<file path="config.mk">
export PLATFORM = sky130hd
export DESIGN_NAME = idx_exec
export DESIGN_NICKNAME = d
export VERILOG_FILES = /design/src/hw/idx_pkg.sv /design/src/hw/idx_alu.sv /design/src/hw/idx_exec.sv
export VERILOG_INCLUDE_DIRS = /design/src /design/src/hw
export SDC_FILE = /design/constraint.sdc
export NUM_CORES = 1
export LEC_CHECK = 0
export BUFFER_PORTS_ARGS = -buffer_cell sky130_fd_sc_hd__buf_2
export CORE_MARGIN = 4
export CORE_UTILIZATION = 55
export DETAILED_ROUTE_END_ITERATION = 10
export PLACE_DENSITY = 0.85
export SLEW_MARGIN = 40
export SYNTH_ARGS = -nofsm -noshare
export SYNTH_HDL_FRONTEND = slang
export SYNTH_SLANG_ARGS = --single-unit
</file>
<file path="constraint.sdc">
create_clock -name clk -period 7.2 [get_ports clk]
set_clock_uncertainty 0.05 [all_clocks]
set_input_delay 1.44 -clock clk [delete_from_list [all_inputs] [get_ports clk]]
set_output_delay 1.44 -clock clk [all_outputs]
set_load 0.05 [all_outputs]
</file>
<file path="src/hw/idx_cfg.svh">
// Purpose: constants for the increment/decrement/jump execution slice
// Assumes: included by bare name
// Notes: definitions only
`ifndef IDX_CFG_SVH
`define IDX_CFG_SVH

// ---------------------------------------------------------------
// reset values
// ---------------------------------------------------------------
`define IDX_ACC_RST 8'h00
`define IDX_ZERO_RST 1'b0
`define IDX_PC_RST 11'h000

// ---------------------------------------------------------------
// field positions, dest encodings and the increment/decrement step
// ---------------------------------------------------------------
`define IDX_PC_LOW_MSB 8
`define IDX_PC_PAGE_LSB 9
`define IDX_PC_PAGE_MSB 10
`define IDX_DEST_ACC 1'b0
`define IDX_DEST_FILE 1'b1
`define IDX_ONE 8'h01

`endif

</file>
<file path="src/hw/idx_pkg.sv">
// Purpose: types for the execution slice
// Assumes: constants live in idx_cfg.svh
// Notes: opcode codes are internal, not the instruction encoding
package idx_pkg;

    typedef enum logic [3:0] {
        IDX_OP_NOP = 4'h0,
        IDX_OP_DECREMENT_FILE = 4'h1,
        IDX_OP_DECREMENT_SKIP_ON_NULL = 4'h2,
        IDX_OP_INCREMENT_FILE = 4'h3,
        IDX_OP_INCREMENT_SKIP_ON_NULL = 4'h4,
        IDX_OP_JUMP_ABSOLUTE = 4'h5,
        IDX_OP_OR_IMMEDIATE_ACC = 4'h6,
        IDX_OP_OR_ACC_WITH_FILE = 4'h7,
        IDX_OP_STORE_ACC_TO_FILE = 4'h8
    } idx_op_t;

    typedef enum logic [0:0] {
        IDX_ST_RUN = 1'b0,
        IDX_ST_SQUASH = 1'b1
    } idx_state_t;

endpackage : idx_pkg

</file>
<file path="src/hw/idx_alu.sv">
// Purpose: combinational result path of the execution slice
// Assumes: file_value is the addressed file register, already read
// Notes: zero is the result_null test of the 8-bit result
`timescale 1ns/10ps
`include "idx_cfg.svh"

module idx_alu
    import idx_pkg::*;
#(
    parameter int DATA_W = 8
)
(
    input wire idx_op_t op, // operation
    input wire logic [DATA_W-1:0] acc, // accumulator
    input wire logic [DATA_W-1:0] file_value, // addressed file register
    input wire logic [DATA_W-1:0] literal, // 8-bit immediate
    output logic [DATA_W-1:0] result, // operation result
    output logic zero // result is zero
);

    always_comb
    begin
        result = acc;
        unique case (op)
            IDX_OP_DECREMENT_FILE,
            IDX_OP_DECREMENT_SKIP_ON_NULL:
                result = DATA_W'(file_value - `IDX_ONE); // RQ2 RQ3
            IDX_OP_INCREMENT_FILE,
            IDX_OP_INCREMENT_SKIP_ON_NULL:
                result = DATA_W'(file_value + `IDX_ONE); // RQ5 RQ6
            IDX_OP_OR_IMMEDIATE_ACC:
                result = acc | literal; // RQ8
            IDX_OP_OR_ACC_WITH_FILE:
                result = acc | file_value; // RQ9
            IDX_OP_STORE_ACC_TO_FILE:
                result = acc; // RQ10
            default:
                result = acc;
        endcase
    end

    assign zero = (result == '0); // RQ11

endmodule : idx_alu

</file>
<file path="src/hw/idx_exec.sv">
// Purpose: executes decrement/increment (with skip), jump, OR and store
// Assumes: one operation offered per cycle, file operand read outside
// Notes: skip and jump squash the next offered (prefetched) operation
`timescale 1ns/10ps
`include "idx_cfg.svh"

// How it works
// RQ1: a file-register arithmetic or OR result goes to the accumulator when dest is 0, else to the file register.
// RQ2: decrement_file writes file minus one to the destination and updates only the null flag.
// RQ3: decrement_skip_on_null writes file minus one to the destination and touches no flag.
// RQ4: a skip instruction whose result is zero discards the prefetched instruction, running a no-op instead.
// RQ5: increment_file writes file plus one to the destination and updates the null flag.
// RQ6: increment_skip_on_null writes file plus one, skips on zero and touches no flag.
// RQ7: jump_absolute loads pc low nine bits from the literal and pc bits 10:9 from status bits 6:5.
// RQ8: or_immediate_acc ORs the accumulator with an 8-bit literal into the accumulator, updating the null flag.
// RQ9: or_acc_with_file ORs accumulator and file into the destination, updating the null flag.
// RQ10: store_acc_to_file copies the accumulator into the addressed file register, flags untouched.
// RQ11: the null flag is set when the 8-bit result is zero and cleared otherwise.
// RQ12: jump_absolute takes two cycles, discarding the instruction prefetched during it.
module idx_exec
    import idx_pkg::*;
#(
    parameter int DATA_W = 8,
    parameter int ADDR_W = 5,
    parameter int LIT_W = 9,
    parameter int PC_W = 11
)
(
    input wire logic clk, // 125 MHz instruction clock
    input wire logic rst_n, // synchronous reset, active low
    input wire logic op_valid, // operation offered this cycle
    input wire idx_op_t op_code, // operation to execute
    input wire logic op_dest, // 0 accumulator, 1 file register
    input wire logic [ADDR_W-1:0] op_addr, // file register address
    input wire logic [LIT_W-1:0] op_literal, // literal, 8 or 9 bits used
    input wire logic [DATA_W-1:0] file_value, // contents of op_addr
    input wire logic [1:0] status_page, // status bits 6:5
    output logic op_taken, // operation accepted (not squashed)
    output logic op_squashed, // offered operation discarded as no-op
    output logic [DATA_W-1:0] acc, // accumulator
    output logic null_flag, // result_null_flag
    output logic null_flag_we, // pulse: null flag updated
    output logic file_we, // pulse: file register write
    output logic [ADDR_W-1:0] file_waddr, // file write address
    output logic [DATA_W-1:0] file_wdata, // file write data
    output logic pc_load, // pulse: load program counter
    output logic [PC_W-1:0] pc_target // program counter value
);

    // ---------------------------------------------------------------
    // decode
    // ---------------------------------------------------------------
    idx_state_t state;
    logic [DATA_W-1:0] result;
    logic result_zero;
    logic is_file_op;
    logic is_skip_op;
    logic updates_flag;
    logic next_squash;
    idx_state_t next_state;
    logic is_jump_op;
    logic is_store_op;
    logic is_acc_lit_op;
    logic acc_we;
    logic next_file_we;
    logic next_null_flag_we;
    logic next_pc_load;

    // the squash slot waits for the next real offer; idle cycles with
    // op_valid low leave the prefetched operation still to be swallowed
    assign op_squashed = op_valid && (state == IDX_ST_SQUASH); // RQ4 RQ12
    assign op_taken = op_valid && (state == IDX_ST_RUN);

    // one row per operation; codes outside the table act as a no-op
    always_comb
    begin
        is_skip_op = 1'b0;
        is_file_op = 1'b0;
        updates_flag = 1'b0;
        is_jump_op = 1'b0;
        is_store_op = 1'b0;
        is_acc_lit_op = 1'b0;
        unique case (op_code)
            IDX_OP_NOP:
            begin
                is_file_op = 1'b0;
            end
            IDX_OP_DECREMENT_FILE:
            begin
                is_file_op = 1'b1;
                updates_flag = 1'b1; // RQ2
            end
            IDX_OP_DECREMENT_SKIP_ON_NULL:
            begin
                is_file_op = 1'b1;
                is_skip_op = 1'b1; // RQ3
            end
            IDX_OP_INCREMENT_FILE:
            begin
                is_file_op = 1'b1;
                updates_flag = 1'b1; // RQ5
            end
            IDX_OP_INCREMENT_SKIP_ON_NULL:
            begin
                is_file_op = 1'b1;
                is_skip_op = 1'b1; // RQ6
            end
            IDX_OP_JUMP_ABSOLUTE:
            begin
                is_jump_op = 1'b1; // RQ12
            end
            IDX_OP_OR_IMMEDIATE_ACC:
            begin
                is_acc_lit_op = 1'b1;
                updates_flag = 1'b1; // RQ8
            end
            IDX_OP_OR_ACC_WITH_FILE:
            begin
                is_file_op = 1'b1;
                updates_flag = 1'b1; // RQ9
            end
            IDX_OP_STORE_ACC_TO_FILE:
            begin
                is_store_op = 1'b1; // RQ10
            end
            default:
            begin
                is_file_op = 1'b0;
            end
        endcase
    end

    assign next_squash = op_taken
        && ((is_skip_op && result_zero) || is_jump_op); // RQ4 RQ6 RQ12

    // ---------------------------------------------------------------
    // write enables
    // ---------------------------------------------------------------
    // literal OR ignores dest, so it always lands in the accumulator
    assign acc_we = op_taken
        && (is_acc_lit_op || (is_file_op && (op_dest == `IDX_DEST_ACC))); // RQ1 RQ8
    assign next_file_we = op_taken
        && (is_store_op || (is_file_op && (op_dest == `IDX_DEST_FILE))); // RQ1 RQ10
    assign next_null_flag_we = op_taken && updates_flag; // RQ11
    assign next_pc_load = op_taken && is_jump_op; // RQ7

    // ---------------------------------------------------------------
    // result path
    // ---------------------------------------------------------------
    idx_alu #(
        .DATA_W(DATA_W)
    ) u_alu (
        .op(op_code),
        .acc(acc),
        .file_value(file_value),
        .literal(op_literal[DATA_W-1:0]),
        .result(result),
        .zero(result_zero)
    );

    // ---------------------------------------------------------------
    // squash sequencing
    // ---------------------------------------------------------------
    always_comb
    begin
        next_state = state;
        unique case (state)
            IDX_ST_RUN:
            begin
                if (next_squash)
                begin
                    next_state = IDX_ST_SQUASH; // RQ4 RQ12
                end
            end
            IDX_ST_SQUASH:
            begin
                // only a real offer spends the squash slot
                if (op_valid)
                begin
                    next_state = IDX_ST_RUN;
                end
            end
        endcase
    end

    always_ff @(posedge clk)
    begin
        if (!rst_n)
        begin
            state <= IDX_ST_RUN;
        end
        else
        begin
            state <= next_state;
        end
    end

    // ---------------------------------------------------------------
    // accumulator
    // ---------------------------------------------------------------
    always_ff @(posedge clk)
    begin
        if (!rst_n)
        begin
            acc <= `IDX_ACC_RST;
        end
        else if (acc_we)
        begin
            acc <= result; // RQ1 RQ8
        end
    end

    // ---------------------------------------------------------------
    // result_null_flag
    // ---------------------------------------------------------------
    always_ff @(posedge clk)
    begin
        if (!rst_n)
        begin
            null_flag <= `IDX_ZERO_RST;
        end
        else if (next_null_flag_we)
        begin
            null_flag <= result_zero; // RQ11
        end
    end

    // strobe lines up with the edge that moves the flag
    always_ff @(posedge clk)
    begin
        if (!rst_n)
        begin
            null_flag_we <= 1'b0;
        end
        else
        begin
            null_flag_we <= next_null_flag_we; // RQ2 RQ5
        end
    end

    // ---------------------------------------------------------------
    // file register write port
    // ---------------------------------------------------------------
    always_ff @(posedge clk)
    begin
        if (!rst_n)
        begin
            file_we <= 1'b0;
        end
        else
        begin
            file_we <= next_file_we; // RQ1 RQ10
        end
    end

    // address and data hold after the pulse, so a slow consumer may
    // latch them a cycle late
    always_ff @(posedge clk)
    begin
        if (!rst_n)
        begin
            file_waddr <= '0;
            file_wdata <= '0;
        end
        else if (next_file_we)
        begin
            file_waddr <= op_addr;
            file_wdata <= result;
        end
    end

    // ---------------------------------------------------------------
    // program counter load
    // ---------------------------------------------------------------
    // one pulse per taken jump, high in the cycle after it, the same cycle the squash slot opens
    always_ff @(posedge clk)
    begin
        if (!rst_n)
        begin
            pc_load <= 1'b0;
        end
        else
        begin
            pc_load <= next_pc_load; // RQ7
        end
    end

    always_ff @(posedge clk)
    begin
        if (!rst_n)
        begin
            pc_target <= `IDX_PC_RST;
        end
        else if (next_pc_load)
        begin
            // page bits come from status, not the literal
            pc_target[`IDX_PC_LOW_MSB:0] <= op_literal; // RQ7
            pc_target[`IDX_PC_PAGE_MSB:`IDX_PC_PAGE_LSB] <= status_page; // RQ7
        end
    end

endmodule : idx_exec

</file>
==> results by group <==
Logic synthesis
  • Synth area leaders: dfxtp_1 34%, mux2i_1 15%, nor2_1 6.7%
  • Area share of the largest cell type after synthesis: around a third
  • Number of synthesized flops with an enable pin: 0
  • Async S/R FF share, synth: 0%
  • #FFs+latches synth: 37
  • Yosys top cell by area: dfxtp_1
  • YS warnings: 0
  • Most frequent cell after synthesis: nor2_1
  • Cell count after synthesis: between 200 and 300
  • Top cells by count, synth: 39 x nor2_1, 37 x dfxtp_1, 33 x mux2i_1
  • Post-synth top flop: dfxtp_1
  • Seq/Total Area, Yosys: 33.9%
  • Post-Syn Area per Cell: a little over 8 um2
  • Post-Syn Area: between 2000 and 2500 um2
  • Syn Nets: roughly 300
  • Yosys cell types: 56

Drt
  • Post-DRT Antenna Nets: 0
  • # DRC: 0
  • Avg WL per Cell: ~16 um
  • Via density: a little under 6
  • Drt first-iter violations: 175
  • First-pass DRT Iterations: 7
  • Via count: between 2000 and 2500
  • Routed WL: between 5 and 6 mm

Floorplanning
  • Die Ht: roughly 71 um
  • Die Footprint: between 5000 and 6000 um2
  • IO Count: 70
  • DIE WIDTH: between 70 and 80 um
  • Row cnt: 22
  • Starting Density: around three fifths
  • Placeable Area: 3740 um2

Layout
  • Reg area: ~740 um2
  • Fillers: between 300 and 400
  • Fin cells: around 370
  • Area grow syn2layout: 20.8%
  • Share of layout cells above drive strength 1: 26.5%
  • ANT cells: 0
  • Final nets: about 360
  • Footprint of the multi-input gates: 1350 um2
  • Finished Cell Area: between 2000 and 3000 um2

Critical path
  • Worst r2r dst: acc[6]$_SDFFE_PN0P_
  • Peak fanout along the critical path: 26
  • CP Class: in2reg
  • R2R depth: 6
  • Top cell by count, worst path: nand2_1
  • R2r startpoint: state$_SDFF_PN0_
  • Worst stage delay on the critical path: just over 700 ps
  • Critical Path AT: 4330 ps
  • Crit path launch type: input pin
  • Worst R2R Setup Slack: roughly 5300 ps
  • Crit path cell chain: buf_2, or4b_1, nand2_1, xnor2_1, ha_1, or4_1, a311oi_1, a211oi_1, xor2_1, nand2_1, nand4_1, mux2i_1
  • CP Capture Type: flop
  • Slowest CP cell: or4b_1
  • CP required: approximately 7300 ps

Placement
  • Hpwl dp: between 4 and 5 mm
  • Buffers on Ports: 69
  • Pre-CTS WS: about 2700 ps
  • RePlAce Congestion: slightly above 0.9
  • Dpl cell area: 2530 um2
  • Cell count after placement: approximately 360

Job
  • Max Cap Violations: 0

Clock network
  • # clock sinks: 37
  • CTS Buf Count: 5
  • Clock Path Buffers: 2
  • Hold buffer count at CTS: 0
  • CTS H-tree depth: 2
  • Post-CTS Resized: 0
  • CTS tree: yes
  • Root Buffer: clkbuf_8
  • Clock Pin Slew Worst Setup and Hold Paths: roughly 70 ps
  • Clk Latency, worst-skew pair: 300 ps
  • Post-CTS Setup Bufs: 0

Timing
  • Hold Vio Cnt, Final: 0
  • RSZ-0062 raised after global routing: false
  • Finish-stage setup viols: 0
  • Worst slew margin: about three fifths
  • Post-layout minimum cycle time: between 4000 and 5000 ps
  • Worst-Margin Slew: around 600 ps
  • Final Max Tran Viols: 0
  • Fmax: between 200 and 250 MHz
  • Sum Neg Setup Slack: 0 ps
  • Fin crit share: roughly three fifths
  • Final critical-path setup slack: 3000 ps

Power and ir drop
  • Reg power frac: 43.4%
  • Max VDD drop: 0.000139 V
  • Sw Ratio: ~31%
  • Comb pwr share: a little under a quarter
  • Pwr/cell area: between 150 and 200 nW/um2
  • NetSw: approximately 0.15 mW
  • Pleak: between 1 and 1.5 nW
  • Clk pwr share: 33.6%
  • P_int: 0.337 mW

GRT
  • First-pass GRT wire length: approximately 9.6 mm
  • Vias in the first global route: 2080
  • Pin count of the biggest net entering global routing: 35
  • Total global routing overflow: 0
  • Initial antenna violation count: 0
  • All-layer global routing usage: a little under a quarter

Hold path
  • Hold path start: file_wdata[2]$_SDFFE_PN0P_
  • Hold WC Path Type: reg2reg
  • Hold Crit Endpoint: file_wdata[2]$_SDFFE_PN0P_
  • Hold Path Cell Cnt: 2

Outcome
  • Status: finished clean
-- worst max-delay path by stage --
stage	from	to	slack [ps]	cells past startpoint
final	op_code[0]	null_flag$_SDFFE_PN0P_	3000	12
after global routing	op_code[0]	state$_SDFF_PN0_	2730	12
after CTS	op_code[0]	null_flag$_SDFFE_PN0P_	3030	12
after detailed placement	op_code[0]	file_wdata[6]$_SDFFE_PN0P_	2720	12
after global placement	op_code[0]	acc[6]$_SDFFE_PN0P_	2760	12
after floorplan	op_code[2]	acc[6]$_SDFFE_PN0P_	3140	13
-- kinds of logic (layout without fill, tap and decap cells) --
kind of cell,after synthesis,count (layout),synth area share (%)
AND/OR/NAND/NOR,105,105,25.7
buffers and inverters,26,86,4.81
XOR/XNOR,5,5,2.01
flip-flops,37,37,33.9
AO/OA/AOI/OAI,55,55,16.7
multiplexers,33,33,15.1
adder cells (fa/ha/maj),3,3,1.72
-- critical path: cells and delay by family --
family / cells / cell delay (ps)
simple gates: 5 / 1600
compound gates: 2 / 370
xor+xnor: 2 / 310
buf+inv: 1 / 250
fa+ha+maj: 1 / 250
mux: 1 / 100
-- power by group through the flow --
stage | Combinational (mW) | Clock [mW] | Sequential (mW)
3_5_place_dp | 0.111 | 0 | 0.217
6_report | 0.113 | 0.165 | 0.213
5_1_grt | 0.122 | 0.179 | 0.213
3_3_place_gp | 0.109 | 0 | 0.217
4_1_cts | 0.112 | 0.166 | 0.213
2_1_floorplan | 0.0630 | 0 | 0.235
-- flip-flops by register name (all words and copies together) (netlist names) --
signal / count
null_flag: 1
file_waddr: 5
acc: 8
state: 1
pc_target: 11
file_wdata: 8
null_flag_we: 1
file_we: 1
pc_load: 1
-- per-stage QoR --
stage	power [mW]	utilization, %	hold slack (ps)
4_1_cts	0.490	70.3	409
2_1_floorplan	0.298	-	492
5_1_grt	0.514	70.5	438
3_3_place_gp	0.326	67.5	392
6_report	0.490	70.5	408
3_5_place_dp	0.329	67.5	404
-- final cells by class --
cell class | instances | share of cell area [%]
Timing Repair Buffer | 70 | 13.4
Sequential cell | 37 | 28.1
Multi-Input combinational cell | 201 | 51.1
Tap cell | 48 | 2.28
Clock buffer | 7 | 3.65
Inverter | 8 | 1.19
Clock inverter | 1 | 0.332
-- layout by cell type, fill, tap and decap left out, types with 2 or more instances in the layout --
master      n
o22ai_1     3
nor3_1      6
inv_1       6
dfxtp_1    37
mux2i_1    33
a21oi_1    13
nor4_1      3
o21ai_1     3
xnor2_1     4
nor2_1     39
a311oi_1    2
buf_2      69
and4_1      3
a211oi_1    4
nor3b_1     3
nand2_1    13
nor3_2      3
nor2b_1     5
a21boi_0    3
or4_1       3
nand4_1     3
and2_1      2
o2bb2ai_1   2
nand3b_1    2
ha_1        3
nand3_1     5
a31oi_1     3
o21ai_0     8
o21a_1      2
clkbuf_8    7
nand2b_1    5
-- routing by layer --
metal	GRT usage, %	vias up	part of all wire, %
met2	39.2	91	48
met4	7.52	0	1.7
met5	0	-	0
met3	6.82	11	8.9
li1	-	1078	-
met1	29.4	1026	41
No activity file was read; power rests on OpenSTA's default activity.
